--- src/core/tcw_defines.vh ---
`ifndef TCW_DEFINES_VH
`define TCW_DEFINES_VH
`define TCW_ADR_CTRL      4'h0
`define TCW_ADR_COUNT     4'h1
`define TCW_ADR_COMPARE   4'h2
`define TCW_ADR_FLAGS     4'h3
`define TCW_ADR_PORT      4'h4
`define TCW_CTRL_WGM_LSB  0
`define TCW_CTRL_COM_LSB  4
`define TCW_CTRL_CS_LSB   8
`define TCW_CTRL_FORCE    12
`define TCW_FLAG_OVF      0
`define TCW_FLAG_CMP      1
`define TCW_PORT_DATA     0
`define TCW_PORT_DIR      1
`define TCW_WGM_NORMAL    2'h0
`define TCW_WGM_PHASE     2'h1
`define TCW_WGM_CLEAR     2'h2
`define TCW_WGM_FAST      2'h3
`define TCW_MAX           8'hFF
`define TCW_BOTTOM        8'h00
`define TCW_PRE_W         10
`endif

--- src/core/tcw_timer8.v ---
`timescale 1ns/100ps
`default_nettype none
`include "tcw_defines.vh"
module tcw_timer8 (
	// clock and reset
	input  wire        core_clk,
	input  wire        rstn,
	// wishbone slave
	input  wire        wb_cyc_i,
	input  wire        wb_stb_i,
	input  wire        wb_we_i,
	input  wire [3:0]  wb_adr_i,
	input  wire [3:0]  wb_sel_i,
	input  wire [31:0] wb_dat_i,
	output reg  [31:0] wb_dat_o,
	output reg         wb_ack_o,
	output wire        wb_err_o,
	// interrupt service acknowledge
	input  wire        ovfServiced,
	input  wire        cmpServiced,
	// compare output pin
	input  wire        pinIn,
	output wire        pinOut,
	output wire        pinOe,
	// flags and state
	output wire        overflowFlag,
	output wire        compareFlag,
	output wire        compareOutput
);
	reg  [1:0]  waveformMode_r;
	reg  [1:0]  compareOutputMode_r;
	reg  [2:0]  clkSel_r;
	reg  [7:0]  counterValue_r;
	reg  [7:0]  compareValue_r;
	reg  [7:0]  compareBuf_r;
	reg         ovf_r;
	reg         cmp_r;
	reg         oc_r;
	reg         portData_r;
	reg         portDir_r;
	reg         blockMatch_r;
	reg         matchPend_r;
	reg  [9:0]  pre_r;
	reg         pin1_r;
	reg         pin2_r;
	reg         tick;
	wire        isPwm;
	wire        wbReq;
	wire        wrEn;
	wire        wrCount;
	wire        wrCompare;
	wire        wrCtrl;
	wire        forceMatch;
	wire        match;
	wire        atMax;
	wire        ocAtMatch;

	// prescaler taps: 1, 8, 32, 64, 128, 256, 1024
	function prescTap;
		input [2:0]  sel;
		input [9:0]  cnt;
		begin
			case (sel)
				3'h1: prescTap = 1'b1;
				3'h2: prescTap = (cnt[2:0] == 3'h7);
				3'h3: prescTap = (cnt[4:0] == 5'h1F);
				3'h4: prescTap = (cnt[5:0] == 6'h3F);
				3'h5: prescTap = (cnt[6:0] == 7'h7F);
				3'h6: prescTap = (cnt[7:0] == 8'hFF);
				3'h7: prescTap = (cnt == 10'h3FF);
				default: prescTap = 1'b0;
			endcase
		end
	endfunction

	// waveform action on a match, per mode
	function ocOnMatch;
		input [1:0] wgm;
		input [1:0] com;
		input       oc;
		begin
			if (wgm == `TCW_WGM_FAST || wgm == `TCW_WGM_PHASE) begin
				case (com)
					2'h1: ocOnMatch = ~oc;
					2'h2: ocOnMatch = 1'b0;
					2'h3: ocOnMatch = 1'b1;
					default: ocOnMatch = oc;
				endcase
			end else begin
				case (com)
					2'h1: ocOnMatch = ~oc;
					2'h2: ocOnMatch = 1'b0;
					2'h3: ocOnMatch = 1'b1;
					default: ocOnMatch = oc;
				endcase
			end
		end
	endfunction

	assign isPwm     = (waveformMode_r == `TCW_WGM_FAST) || (waveformMode_r == `TCW_WGM_PHASE);
	assign wbReq     = wb_cyc_i & wb_stb_i & ~wb_ack_o;
	assign wrEn      = wbReq & wb_we_i;
	assign wrCtrl    = wrEn & (wb_adr_i == `TCW_ADR_CTRL) & wb_sel_i[1] & wb_sel_i[0];
	assign wrCount   = wrEn & (wb_adr_i == `TCW_ADR_COUNT) & wb_sel_i[0];
	assign wrCompare = wrEn & (wb_adr_i == `TCW_ADR_COMPARE) & wb_sel_i[0];
	assign forceMatch = wrCtrl & wb_dat_i[`TCW_CTRL_FORCE] & ~isPwm;
	assign match     = (counterValue_r == compareValue_r) & ~blockMatch_r;
	assign atMax     = (counterValue_r == `TCW_MAX);
	assign ocAtMatch = ocOnMatch(waveformMode_r, compareOutputMode_r, oc_r);
	assign wb_err_o  = 1'b0;

	// override by mode bits only, direction from port bit
	assign pinOut        = (compareOutputMode_r != 2'h0) ? oc_r : portData_r;
	assign pinOe         = portDir_r;
	assign overflowFlag  = ovf_r;
	assign compareFlag   = cmp_r;
	assign compareOutput = oc_r;

	// pin read-back through two stages
	always @(posedge core_clk or negedge rstn) begin
		if (!rstn) begin
			pin1_r <= 1'b0;
			pin2_r <= 1'b0;
		end else begin
			pin1_r <= pinIn;
			pin2_r <= pin1_r;
		end
	end

	// free-running prescaler
	always @(posedge core_clk or negedge rstn) begin
		if (!rstn) begin
			pre_r <= 10'h000;
			tick  <= 1'b0;
		end else begin
			pre_r <= pre_r + 10'h001;
			tick  <= prescTap(clkSel_r, pre_r);
		end
	end

	// control and port registers
	always @(posedge core_clk or negedge rstn) begin
		if (!rstn) begin
			waveformMode_r      <= `TCW_WGM_NORMAL;
			compareOutputMode_r <= 2'h0;
			clkSel_r            <= 3'h0;
			portData_r          <= 1'b0;
			portDir_r           <= 1'b0;
		end else begin
			if (wrCtrl) begin
				waveformMode_r      <= wb_dat_i[`TCW_CTRL_WGM_LSB +: 2];
				compareOutputMode_r <= wb_dat_i[`TCW_CTRL_COM_LSB +: 2];
				clkSel_r            <= wb_dat_i[`TCW_CTRL_CS_LSB +: 3];
			end
			if (wrEn && wb_adr_i == `TCW_ADR_PORT && wb_sel_i[0]) begin
				portData_r <= wb_dat_i[`TCW_PORT_DATA];
				portDir_r  <= wb_dat_i[`TCW_PORT_DIR];
			end
		end
	end

	// counter, compare registers, waveform state
	always @(posedge core_clk or negedge rstn) begin
		if (!rstn) begin
			counterValue_r <= `TCW_BOTTOM;
			compareValue_r <= 8'h00;
			compareBuf_r   <= 8'h00;
			blockMatch_r   <= 1'b0;
			matchPend_r    <= 1'b0;
			oc_r           <= 1'b0;
		end else begin
			if (wrCompare) begin
				compareBuf_r <= wb_dat_i[7:0];
				if (!isPwm)
					compareValue_r <= wb_dat_i[7:0];
			end
			if (wrCount) begin
				// cpu write wins over count; blocks next match
				counterValue_r <= wb_dat_i[7:0];
				blockMatch_r   <= 1'b1;
			end else if (tick) begin
				blockMatch_r <= 1'b0;
				matchPend_r  <= match;
				case (waveformMode_r)
					`TCW_WGM_CLEAR: begin
						if (match)
							counterValue_r <= `TCW_BOTTOM;
						else
							counterValue_r <= counterValue_r + 8'h01;
					end
					`TCW_WGM_FAST: begin
						counterValue_r <= atMax ? `TCW_BOTTOM : counterValue_r + 8'h01;
					end
					default: begin
						counterValue_r <= counterValue_r + 8'h01;
					end
				endcase
				if (isPwm && atMax && !wrCompare)
					compareValue_r <= compareBuf_r;
			end
			// pending match held until the next tick, whatever the prescale
			if (forceMatch)
				oc_r <= ocOnMatch(waveformMode_r, wb_dat_i[`TCW_CTRL_COM_LSB +: 2], oc_r);
			else if (tick && !wrCount && match)
				oc_r <= ocAtMatch;
			else if (tick && !wrCount && waveformMode_r == `TCW_WGM_FAST && atMax)
				oc_r <= (compareOutputMode_r == 2'h2) ? 1'b1 :
					(compareOutputMode_r == 2'h3) ? 1'b0 : oc_r;
		end
	end

	// flags: hardware set beats service or software clear
	always @(posedge core_clk or negedge rstn) begin
		if (!rstn) begin
			ovf_r <= 1'b0;
			cmp_r <= 1'b0;
		end else begin
			if (tick && !wrCount && atMax && waveformMode_r != `TCW_WGM_PHASE)
				ovf_r <= 1'b1;
			else if (ovfServiced)
				ovf_r <= 1'b0;
			else if (wrEn && wb_adr_i == `TCW_ADR_FLAGS && wb_sel_i[0] && wb_dat_i[`TCW_FLAG_OVF])
				ovf_r <= 1'b0;
			if (tick && matchPend_r)
				cmp_r <= 1'b1;
			else if (cmpServiced)
				cmp_r <= 1'b0;
			else if (wrEn && wb_adr_i == `TCW_ADR_FLAGS && wb_sel_i[0] && wb_dat_i[`TCW_FLAG_CMP])
				cmp_r <= 1'b0;
		end
	end

	// bus answer: ack one cycle after request, zero for unmapped
	always @(posedge core_clk or negedge rstn) begin
		if (!rstn) begin
			wb_ack_o <= 1'b0;
			wb_dat_o <= 32'h0000_0000;
		end else begin
			wb_ack_o <= wbReq;
			if (wbReq && !wb_we_i) begin
				case (wb_adr_i)
					`TCW_ADR_CTRL:    wb_dat_o <= {19'h0_0000, 1'b0, 1'b0, clkSel_r,
						2'h0, compareOutputMode_r, 2'h0, waveformMode_r};
					`TCW_ADR_COUNT:   wb_dat_o <= {24'h00_0000, counterValue_r};
					`TCW_ADR_COMPARE: wb_dat_o <= {24'h00_0000, isPwm ? compareBuf_r : compareValue_r};
					`TCW_ADR_FLAGS:   wb_dat_o <= {29'h0000_0000, oc_r, cmp_r, ovf_r};
					`TCW_ADR_PORT:    wb_dat_o <= {29'h0000_0000, pin2_r, portDir_r, portData_r};
					default:          wb_dat_o <= 32'h0000_0000;
				endcase
			end
		end
	end
endmodule
`default_nettype wire

--- config.mk ---
export PLATFORM = sky130hd
export DESIGN_NAME = tcw_timer8
export DESIGN_NICKNAME = d
export VERILOG_FILES = /design/src/core/tcw_timer8.v
export VERILOG_INCLUDE_DIRS = /design/src /design/src/core
export SDC_FILE = /design/constraint.sdc
export NUM_CORES = 1
export LEC_CHECK = 0
export BUFFER_PORTS_ARGS = -buffer_cell sky130_fd_sc_hd__buf_4
export CAP_MARGIN = 5
export CORE_MARGIN = 8
export CORE_UTILIZATION = 40
export CTS_BUF_LIST = sky130_fd_sc_hd__clkbuf_16
export CTS_CLUSTER_SIZE = 28
export DETAILED_ROUTE_END_ITERATION = 8
export GPL_TIMING_DRIVEN = 0
export MAX_ROUTING_LAYER = met4
export SETUP_SLACK_MARGIN = 0.02
export SLEW_MARGIN = 20
export SYNTH_ARGS = -nofsm -noshare
export SYNTH_HDL_FRONTEND = slang
export SYNTH_SLANG_ARGS = --single-unit
--- constraint.sdc ---
create_clock -name core_clk -period 3.2 [get_ports core_clk]
set_input_delay 0.64 -clock core_clk [delete_from_list [all_inputs] [get_ports core_clk]]
set_output_delay 0.64 -clock core_clk [all_outputs]
set_load 0.02 [all_outputs]
==> key figures, run 1 <==
Status
  – Status: completed

Yosys
  – Syn Std Cell Area: 0.00349 sq mm
  – Yosys cell types: 60
  – Seq/Total Area, Yosys: 45.2%
  – Mapped Avg Cell Area: roughly 11 sq um
  – Yosys Warn Count: 0
  – Main synth FF type: dfrtp_1
  – Post-synthesis register bit count: between 60 and 70
  – Ys async rst share: between 90% and 100%
  – Syn Inst Count: 332
  – EDFF count, synth: 0

Global routing
  – First-pass GRT wire length: 14,300 um
  – Largest net degree at the start of global routing: 64
  – GR Util All Layers: 15.9%
  – Vias in the first global route: 2,763
  – Initial antenna violation count: 0
  – Total gr overflow: 0

Pwr
  – Pleak: 2.07 nW
  – Power Dens Cells: 491 mW/mm^2
  – Worst vdd ir: about 0.29 mV

Cells and area
  – Register area: 0.00158 sq mm
  – Area taken by multi-input logic gates: between 0.0015 and 0.002 sq mm
  – # diodes: 0
  – Syn-to-layout area delta: 23.4%
  – Filler cells: between 800 and 900
  – Layout cell share with drive strength beyond 1: 29.4%
  – Fin nets: roughly 460
  – Non-Filler Instances: 519

CTS
  – Num CTS Buffers: 9
  – Post-CTS setup buffer count: 0
  – Cts-stage hold buffer count: 0
  – Clock buffer depth: 2
  – Clock Latency Late Sink: 0.32 ns
  – Root Buffer Master: clkbuf_16
  – Clk slew on worst S/H paths: around 0.050 ns
  – CTS sink cnt: 63
  – Post-CTS Resized: 0
  – H-tree Lvls: 3
  – CTS tree: done

Setup path
  – CP startpoint kind: primary input
  – Worst stage delay on the critical path: approximately 0.45 ns
  – Req. time, crit path: 3.40 ns
  – CP Class: primary input to flop
  – Arr. time, crit path: roughly 2.7 ns
  – Critical path's top delay family: simple AND/OR/NAND/NOR gates
  – Buf/Inv on CP: 2
  – WP depth: 6
  – Crit path cell chain: buf_4 > nor4_1 > clkbuf_1 > nand3_2 > o311ai_1 > mux2_2
  – Reg2reg path depth: 5
  – Cell with the largest stage delay on the worst path: clkbuf_1
  – Crit. End Element: flop
  – Critical Path Fanout Max: 10

STA
  – Final setup vio count: 0
  – Total Neg Setup Slack: 0 ns
  – Slew @ Worst Pin: between 0.9 and 1 ns
  – Final period util: just under 80%
  – Max_slew headroom: 35.1%
  – Final Max Tran Viols: 0
  – FMAX: 0.398 GHz
  – RSZ-0062 raised after global routing: false
  – Final Critical Period: between 2 and 3 ns
  – Worst Skew: 0.00332 ns
  – Final Hold Vio Count: 0
  – WHS: 0.356 ns

Hold path
  – Min-delay worst type: flop to flop
  – Hold path depth: 0

Route
  – WL per Instance: ~17 um
  – DR vias/cell: 5.24
  – Initial DRC Count: 123
  – DRT Pass-1 Iters: 5
  – Antenna Nets Post-Route: 0
  – DR DRC count: 0
  – Post-Route WL: 8900 um
  – DR vias: 2,722

Floorplan
  – Die ar.: 0.0120 sq mm
  – Die Height: between 100 and 150 um
  – Row count: 34
  – Initial Utilization: about 41%
  – Die Wd: 109 um
  – Core ar.: around 0.0086 sq mm
  – Ports: 87

Run
  – Max-cap violations: 0

Place
  – GP Congestion: just over 0.8
  – DP Cell Count: about 500
  – Port Buffers: 42
  – Hpwl dp: 6520 um
[worst reg2reg max path: cells and delay by family (launching register included)]
family | cells | cell delay, ns
multiplexers | 1 | 0.39
AND/OR/NAND/NOR | 3 | 1.23
flip-flops | 1 | 0.37
AO/OA/AOI/OAI | 1 | 0.39
[stage by stage]
step / area [sq um] / total power [mW] / worst slack, ns / util (%)
6_report: 4310 / 2.12 / 0.685 / 50.1
5_1_grt: 4310 / 2.20 / 0.473 / 50.1
4_1_cts: 4310 / 2.13 / 0.673 / 50.1
3_5_place_dp: 4020 / 1.18 / 0.339 / 46.8
3_3_place_gp: 4020 / 1.18 / 0.327 / 46.8
2_1_floorplan: 3570 / 1.08 / 0.924 / -
[power breakdown]
group | switching, mW | leakage, nW | internal [mW] | total (mW)
sequential | 0.0540 | 0.844 | 0.841 | 0.895
clock | 0.349 | 0.139 | 0.595 | 0.944
combinational | 0.156 | 1.09 | 0.121 | 0.277
total | 0.559 | 2.07 | 1.56 | 2.12
[layer usage]
metal | up-vias | GRT usage, % | wire [um]
met3 | 10 | 3.34 | 517
met5 | - | - | 0
li1 | 1316 | - | -
met4 | 0 | 5.69 | 140
met1 | 1316 | 19.0 | 3830
met2 | 80 | 25.9 | 4410
[cells in the final DEF (no fill, tap or decap), types with 2 or more instances in the layout]
master	netlist	routed
a221o_1	4	4
buf_6	3	3
and3_1	5	5
nand4_1	4	4
o21ai_0	14	14
nand2b_1	2	2
clkbuf_16	0	9
a31o_2	2	2
nor3_1	4	4
o31ai_1	2	2
a41oi_1	2	2
inv_1	10	10
o21ai_1	6	6
a21oi_1	10	10
o22ai_1	3	3
xnor2_1	4	4
nor3b_1	3	3
nor4b_1	2	2
nor2b_1	3	3
clkbuf_1	7	7
nor3_4	2	2
o21ai_2	2	2
nor4_1	3	3
conb_1	1	22
nor2_1	14	14
clkinvlp_4	0	2
nand2_1	38	38
o21bai_1	2	2
a222oi_1	5	5
nor4_4	2	2
a21o_1	3	3
ha_1	5	5
mux2_2	21	21
nand3_1	9	9
xor2_1	10	10
dfrtp_1	63	63
mux2i_1	15	15
nand3b_1	2	2
buf_4	22	64
clkinv_2	0	3
[flip-flops by register name, indices dropped and copies added, names as in the netlist, 2 cells and up]
name / cells
compareOutputMode_r: 2
waveformMode_r: 2
compareValue_r: 8
counterValue_r: 8
clkSel_r: 3
wb_dat_o: 11
compareBuf_r: 8
pre_r: 10
[cell families after synthesis]
logic type                 synth area share, %
AOI/OAI and AO/OA                         13.2
xor gates and xnor gates                  3.51
adders and majority gates                 1.79
buffers and inverters                     7.96
DFF                                       45.2
muxes                                     11.1
other                                    0.107
and+or+nand+nor                           17.1
[synthesized netlist by cell type, types with 2 or more instances]
master,number,area share [%]
nand3_1,9,1.3
a221o_1,4,1.1
a21o_1,3,0.65
mux2i_1,15,4.3
and3_1,5,0.90
o21ai_0,14,2.0
dfrtp_1,63,45
mux2_2,21,6.8
xor2_1,10,2.5
xnor2_1,4,1.0
a41oi_1,2,0.50
nand3b_1,2,0.43
nand2b_1,2,0.36
nor2b_1,3,0.54
nor4_4,2,1.2
ha_1,5,1.8
nand4_1,4,0.72
a21oi_1,10,1.4
nor4_1,3,0.54
nand2_1,38,4.1
o31ai_1,2,0.43
o21ai_1,6,0.86
nor3_4,2,0.93
o22ai_1,3,0.54
o21ai_2,2,0.50
inv_1,10,1.1
a222oi_1,5,1.4
nor3_1,4,0.57
buf_4,22,4.7
nor2_1,14,1.5
nor4b_1,2,0.50
a31o_2,2,0.50
clkbuf_1,7,0.75
o21bai_1,2,0.43
buf_6,3,0.97
nor3b_1,3,0.65
[final timing paths]
path	to	start	slack (ns)
worst max register to register	compareOutput	wb_ack_o	0.69
min in group asynchronous	compareValue_r[3]	rstn	0.38
max in group asynchronous	wb_dat_o[1]	rstn	2.26
worst min register to register	pin2_r	pin1_r	0.36
worst max-delay path	compareOutput	wb_adr_i[0]	0.69
worst min-delay path	pin2_r	pin1_r	0.36
[cell type report]
| class | instances | share of cell area (%) |
|---|---|---|
| flip-flops and latches | 63 | 36.6 |
| inverters | 10 | 0.871 |
| plain buffers | 34 | 5.58 |
| clock buffers | 9 | 5.23 |
| clock inverters | 7 | 1.48 |
| multi-input cells | 246 | 39.8 |
| repair buffers | 42 | 7.32 |
| well taps | 108 | 3.14 |
Note: power is estimated with default switching activity, not from simulation.
==> run 2, diff against run 1 <==
--- a/config.mk
+++ b/config.mk
@@ -15,6 +15,7 @@
 export DETAILED_ROUTE_END_ITERATION = 8
 export GPL_TIMING_DRIVEN = 0
 export MAX_ROUTING_LAYER = met4
+export PLACE_DENSITY = 0.65
 export SETUP_SLACK_MARGIN = 0.02
 export SLEW_MARGIN = 20
 export SYNTH_ARGS = -nofsm -noshare
==> constraint.sdc (replaced) <==
create_clock -name core_clk -period 2 [get_ports core_clk]
set_input_delay 0.4 -clock core_clk [delete_from_list [all_inputs] [get_ports core_clk]]
set_output_delay 0.4 -clock core_clk [all_outputs]
set_load 0.02 [all_outputs]
==> run 2 against run 1 <==
Net effect: first-iteration DRC count up 46%; clock skew is 0.0037 ns higher; utilization increased by 3.8 points; routed wire length grew 7.4%; worst hold slack lost 0.20 ns; register-to-register slack worse by 0.62 ns; non-clock buffer count up 20; critical path depth grew 1; via count grew 4.4%; final cell count rose by 3.9%; die area is the same.
==> key figures, run 2 (synthesized netlist as in run 1, its figures left out) <==
Place
  – Hpwl dp: 6590 um (was 6520 um)
  – Setup WS pre-CTS: -0.473 ns (was 0.339 ns)
  – Port Buffers: 42 (unchanged)
  – GP Congestion: 0.865 (was 0.829)
  – Placed cell areas: 0.00405 sq mm (was 0.00402 sq mm)
  – DP Cell Count: 503 (unchanged)

Cells and area
  – Top Registers: wb_dat_o x11, pre_r x10 (unchanged)
  – Layout cell share with drive strength beyond 1: 38.7% (was 29.4%)
  – Final core occ: 53.9% (was 50.1%)
  – Fin nets: 479 (was 459)
  – Filler cells: 784 (was 817)
  – Reg with most FFs: wb_dat_o (unchanged)
  – Non-Filler Instances: 539 (was 519)
  – Commonest non-fill, non-tap cell in the layout: buf_4 (unchanged)
  – Syn-to-layout area delta: 32.7% (was 23.4%)
  – Final std cell area, no fill: 0.00463 sq mm (was 0.00431 sq mm)
  – Max reg flops: 11 (unchanged)
  – # diodes: 0 (unchanged)
  – Commonest non-fill, non-tap cells in the layout: buf_4, dfrtp_1, nand2_1 (unchanged)

Setup path
  – Arr. time, crit path: 2.19 ns (was 2.72 ns)
  – Reg2reg path depth: 7 (was 5)
  – Crit. End Element: flop (unchanged)
  – Beginning of the critical path: wb_adr_i[1] (was wb_adr_i[0])
  – Reg-to-Reg Start: counterValue_r[6] (was wb_ack_o)
  – CP Class: primary input to flop (unchanged)
  – CP startpoint kind: primary input (unchanged)
  – Req. time, crit path: 2.22 ns (was 3.40 ns)
  – Worst R2R End: counterValue_r[3] (was compareOutput)
  – R2R setup slack: 0.07 ns (was 0.69 ns)
  – Critical Path Fanout Max: 7 (was 10)

STA
  – Worst Skew: 0.00707 ns (was 0.00332 ns)
  – RSZ-0062 raised after global routing: true (was false)
  – FMAX: 0.509 GHz
  – Final period util: a little over nine tenths
  – Final setup vio count: 0 (unchanged)
  – Max_slew headroom: 34.4% (was 35.1%)
  – Final Hold Vio Count: 0 (unchanged)
  – Final Critical Period: 1.97 ns
  – Setup WS post-layout: 0.0347 ns (was 0.685 ns)
  – Slew @ Worst Pin: 0.971 ns (was 0.970 ns)
  – Final Max Tran Viols: 0 (unchanged)

Floorplan
  – Die ar.: 0.0120 sq mm (unchanged)
  – Ports: 87 (unchanged)
  – Core ar.: 0.00859 sq mm (unchanged)
  – Die Height: 109 um (unchanged)
  – Die Wd: 109 um (unchanged)
  – Row count: 34 (unchanged)
  – Initial Utilization: 40.6% (unchanged)

CTS
  – CTS sink cnt: 63 (unchanged)
  – Num CTS Buffers: 9 (unchanged)
  – H-tree Lvls: 3 (unchanged)
  – Clock buffer depth: 2 (unchanged)
  – Clock Latency Late Sink: 0.34 ns (was 0.32 ns)
  – CTS tree: done (unchanged)
  – Root Buffer Master: clkbuf_16 (unchanged)
  – Clk slew on worst S/H paths: 0.06 ns (was 0.05 ns)

Route
  – DRT Pass-1 Iters: 4 (was 5)
  – Initial DRC Count: 180 (was 123)
  – DR vias/cell: 5.27 (was 5.24)
  – WL per Instance: 17.7 um (was 17.1 um)
  – DR DRC count: 0 (unchanged)
  – DR vias: 2,841 (was 2,722)
  – Antenna Nets Post-Route: 0 (unchanged)
  – Post-Route WL: 9560 um (was 8900 um)

Global routing
  – First-pass GRT wire length: 15,200 um (was 14,300 um)
  – Total gr overflow: 0 (unchanged)
  – GR Util All Layers: 17.1% (was 15.9%)
  – Initial antenna violation count: 0 (unchanged)
  – Vias in the first global route: 2,850 (was 2,763)
  – Largest net degree at the start of global routing: 64 (unchanged)

Pwr
  – Worst vdd ir: 0.403 mV (was 0.287 mV)
  – Power Dens Cells: 802 mW/mm^2 (was 491 mW/mm^2)
  – Pleak: 2.24 nW (was 2.07 nW)

Status
  – Status: completed (unchanged)

Hold path
  – Min-delay worst type: primary input to async pin (was flop to flop)

Run
  – Max-cap violations: 0 (unchanged)
[run 2: worst max-delay path by stage]
| stage | end | slack [ns] | cells past startpoint |
|---|---|---|---|
| after floorplan | counterValue_r[3] | -0.01 | 7 |
| after global placement | compareValue_r[0] | -0.46 | 9 |
| after global routing | counterValue_r[2] | 0.006 | 7 |
| after detailed placement | compareOutput | -0.47 | 6 |
| final | compareOutput | 0.03 | 7 |
| after CTS | counterValue_r[3] | -0.002 | 8 |
[run 2: layer usage]
metal,GRT usage (%),vias up,share of wire (%)
met5,-,-,0
met4,7.81,0,1.8
met3,3.87,15,6.3
met2,26.1,80,49
met1,21.2,1399,43
li1,-,1347,-
[run 2: through the flow]
step	hold slack [ns]	total power [mW]	TNS, ns
2_1_floorplan	0.104	1.73	-0.0101
3_3_place_gp	0.332	1.89	-8.50
3_5_place_dp	0.341	1.90	-9.03
4_1_cts	0.161	3.66	-0.00172
5_1_grt	0.162	3.86	0
6_report	0.159	3.72	0
[run 2: final cells by class]
class / count / area, sq um / share of cell area (%)
Clock inverter: 7 / 104 / 2.24
Sequential cell: 63 / 1580 / 34.2
Tap cell: 108 / 135 / 2.92
Buffer: 31 / 234 / 5.05
Multi-Input combinational cell: 246 / 1820 / 39.4
Clock buffer: 9 / 225 / 4.86
Inverter: 10 / 37.5 / 0.810
Timing Repair Buffer: 65 / 488 / 10.5
[run 2: power by group]
part	leakage, nW	internal (mW)	total (mW)	switching (mW)
Combinational	1.24	0.261	0.549	0.289
Clock	0.161	1.11	1.73	0.627
Sequential	0.835	1.35	1.43	0.0825
[run 2: repair_timing]
item / CTS / global route
cloned: 0 / 1
hold buffers: 0 / 0
pin swaps: 8 / 8
setup endpoints to repair: 19 / 20
setup buffers: 10 / 12
gates resized for setup: 11 / 15
[run 2: critical path, cell delays in order]
cell and delay [ns]:
buf_4 0.14, or4b_4 0.58, nor3_4 0.25, nand4b_1 0.24
mux2i_1 0.21, o31ai_1 0.10, mux2_2 0.27
==> run 3, diff against run 2 <==
--- a/config.mk
+++ b/config.mk
@@ -15,7 +15,6 @@
 export DETAILED_ROUTE_END_ITERATION = 8
 export GPL_TIMING_DRIVEN = 0
 export MAX_ROUTING_LAYER = met4
-export PLACE_DENSITY = 0.65
 export SETUP_SLACK_MARGIN = 0.02
 export SLEW_MARGIN = 20
 export SYNTH_ARGS = -nofsm -noshare
==> constraint.sdc (replaced) <==
create_clock -name core_clk -period 2.4 [get_ports core_clk]
set_input_delay 0.48 -clock core_clk [delete_from_list [all_inputs] [get_ports core_clk]]
set_output_delay 0.48 -clock core_clk [all_outputs]
set_load 0.02 [all_outputs]
==> run 3 against run 2 <==
Net effect: count of clock-buffer cells in the layout unchanged; combinational power is 32% lower; clock skew decreased by 0.0030 ns; total power decreased by 24%; non-clock buffer count decreased by 20; via count down 3.3%; final cell count fell by 3.7%; worst setup slack better by 0.14 ns; register-to-register slack improved by 0.10 ns; routed wire length is 7.3% lower; critical path type is now flop to flop; largest cell class unchanged.
==> key figures, run 3 (synthesized netlist as in run 1, its figures left out) <==
Floorplan
  – Die Wd: 109 um (unchanged)
  – Initial Utilization: 40.6% (unchanged)
  – Ports: 87 (unchanged)
  – Die ar.: 0.0120 sq mm (unchanged)
  – Core ar.: 0.00859 sq mm (unchanged)
  – Die Height: 109 um (unchanged)
  – Row count: 34 (unchanged)

Setup path
  – Req. time, crit path: 2.60 ns (was 2.22 ns)
  – Crit path cell chain: nand3b_2 > nor2_4 > nand3_2 > o311ai_1 > mux2_2 (was buf_4 > or4b_4 > nor3_4 > nand4b_1 > mux2i_1 > o31ai_1 > mux2_2)
  – Cell with the largest stage delay on the worst path: nand3b_2 (was or4b_4)
  – Buf/Inv on CP: 0 (was 1)
  – Worst R2R End: compareOutput (was counterValue_r[3])
  – Critical Path Fanout Max: 9 (was 7)
  – Reg-to-Reg Start: wb_ack_o (was counterValue_r[6])
  – Reg2reg path depth: 5 (was 7)
  – Arr. time, crit path: 2.43 ns (was 2.19 ns)
  – Worst stage delay on the critical path: 0.40 ns (was 0.58 ns)
  – R2R setup slack: 0.17 ns (was 0.07 ns)
  – Beginning of the critical path: wb_ack_o (was wb_adr_i[1])
  – CP startpoint kind: flop (was primary input)
  – Critical path's top delay family: simple AND/OR/NAND/NOR gates (unchanged)
  – Crit. End Element: flop (unchanged)
  – CP Class: flop to flop (was primary input to flop)

Global routing
  – Initial antenna violation count: 0 (unchanged)
  – Largest net degree at the start of global routing: 64 (unchanged)
  – First-pass GRT wire length: 14,300 um (was 15,200 um)
  – GR Util All Layers: 15.9% (was 17.1%)
  – Total gr overflow: 0 (unchanged)
  – Vias in the first global route: 2,763 (was 2,850)

Pwr
  – Pleak: 2.08 nW (was 2.24 nW)
  – Power Dens Cells: 653 mW/mm^2 (was 802 mW/mm^2)
  – Internal power: 2.08 mW (was 2.72 mW)
  – Clock group share of total power: 44.5% (was 46.6%)
  – Sw Ratio: 26.4% (was 26.9%)
  – Seq pwr share: 42.3% (was 38.6%)
  – Sw power: 744 uW (was 999 uW)
  – Worst vdd ir: 0.382 mV (was 0.403 mV)
  – Combinational power share: 13.1% (was 14.8%)
  – Total power: 2.82 mW (was 3.72 mW)

Cells and area
  – Layout cell share with drive strength beyond 1: 30.2% (was 38.7%)
  – Commonest non-fill, non-tap cells in the layout: buf_4, dfrtp_1, nand2_1 (unchanged)
  – Syn-to-layout area delta: 23.7% (was 32.7%)
  – Register area: 0.00158 sq mm (about the same)
  – Filler cells: 818 (was 784)
  – Fin nets: 459 (was 479)
  – Reg with most FFs: wb_dat_o (unchanged)
  – Top Registers: wb_dat_o x11, pre_r x10 (unchanged)
  – Non-Filler Instances: 519 (was 539)
  – Area taken by multi-input logic gates: 0.00172 sq mm (was 0.00182 sq mm)
  – Final std cell area, no fill: 0.00432 sq mm (was 0.00463 sq mm)
  – # diodes: 0 (unchanged)
  – Max reg flops: 11 (unchanged)
  – Commonest non-fill, non-tap cell in the layout: buf_4 (unchanged)

Run
  – Max-cap violations: 0 (unchanged)

Place
  – DP Cell Count: 503 (unchanged)
  – Port Buffers: 42 (unchanged)
  – Setup WS pre-CTS: -0.301 ns (was -0.473 ns)
  – GP Congestion: 0.829 (was 0.865)
  – Placed cell areas: 0.00402 sq mm (was 0.00405 sq mm)
  – Hpwl dp: 6520 um (was 6590 um)

STA
  – RSZ-0062 raised after global routing: false (was true)
  – Final period util: about 93%
  – Setup WS post-layout: 0.173 ns (was 0.0347 ns)
  – Final setup vio count: 0 (unchanged)
  – Slew @ Worst Pin: 1.03 ns (was 0.971 ns)
  – Max_slew headroom: 30.2% (was 34.4%)
  – Worst Skew: 0.00410 ns (was 0.00707 ns)
  – FMAX: 0.449 GHz
  – Final Hold Vio Count: 0 (unchanged)
  – Final Max Tran Viols: 0 (unchanged)
  – Final Critical Period: 2.23 ns

CTS
  – Num CTS Buffers: 9 (unchanged)
  – Clock buffer depth: 2 (unchanged)
  – H-tree Lvls: 3 (unchanged)
  – Clk slew on worst S/H paths: 0.06 ns (about the same)
  – CTS sink cnt: 63 (unchanged)
  – Clock Latency Late Sink: 0.32 ns (was 0.34 ns)
  – CTS tree: done (unchanged)
  – Root Buffer Master: clkbuf_16 (unchanged)

Status
  – Status: completed (unchanged)

Route
  – Antenna Nets Post-Route: 0 (unchanged)
  – DR vias: 2,746 (was 2,841)
  – DRT Pass-1 Iters: 7 (was 4)
  – DR DRC count: 0 (unchanged)
  – Post-Route WL: 8860 um (was 9560 um)
  – Initial DRC Count: 137 (was 180)
  – DR vias/cell: 5.29 (was 5.27)
  – WL per Instance: 17.1 um (was 17.7 um)

Hold path
  – Min-delay worst type: primary input to async pin (unchanged)
==> run 3: how the worst max path moves through the flow <==
| stage | end | slack [ns] | depth (start not counted) |
|---|---|---|---|
| 2_1_floorplan | compareOutput | 0.20 | 5 |
| 3_3_place_gp | compareOutput | -0.31 | 6 |
| 3_5_place_dp | compareOutput | -0.30 | 6 |
| 4_1_cts | compareOutput | 0.04 | 6 |
| 5_1_grt | compareOutput | 0.03 | 5 |
| 6_report | compareOutput | 0.17 | 5 |
==> run 3: layout make-up <==
type | instances | area share (%)
Buffer | 34 | 5.62
Sequential cell | 63 | 36.5
Multi-Input combinational cell | 246 | 39.9
Tap cell | 108 | 3.13
Timing Repair Buffer | 42 | 7.30
Clock buffer | 9 | 5.22
Inverter | 10 | 0.869
Clock inverter | 7 | 1.48
==> run 3: power groups by stage <==
stage	clock network, mW	logic (mW)	registers, mW
6_report	1.26	0.371	1.19
5_1_grt	1.32	0.411	1.20
4_1_cts	1.28	0.369	1.19
3_5_place_dp	0	0.367	1.21
3_3_place_gp	0	0.360	1.21
2_1_floorplan	0	0.242	1.19
==> run 3: metrics by stage <==
step	util, %	setup TNS (ns)	hold slack (ns)
after floorplan	-	0	0.184
after global placement	46.8	-1.40	0.334
after detailed placement	46.8	-1.40	0.347
after CTS	50.2	0	0.251
after global routing	50.2	0	0.249
final	50.2	0	0.224
==> run 3: worst reg2reg max path, cell delays in order (launching register included) <==
cell and delay [ns]:
dfrtp_1 0.37, nand3b_2 0.40, nor2_4 0.30, nand3_2 0.28, o311ai_1 0.38, mux2_2 0.39
==> run 3: metal layers <==
metal / track usage (%) / vias up / part of all wire, %
li1: - / 1317 / -
met1: 19.0 / 1322 / 43
met2: 25.9 / 94 / 49
met3: 3.34 / 13 / 6.0
met4: 5.69 / 0 / 1.8
met5: - / - / 0
==> run 3: repair_timing <==
item / 4_1_cts / 5_1_grt
setup endpoints to repair: 2 / 1
hold buffers: 0 / 0
setup buffers: 0 / 0
endpoints found under the hold margin: 0 / 0
gates resized for setup: 2 / 3
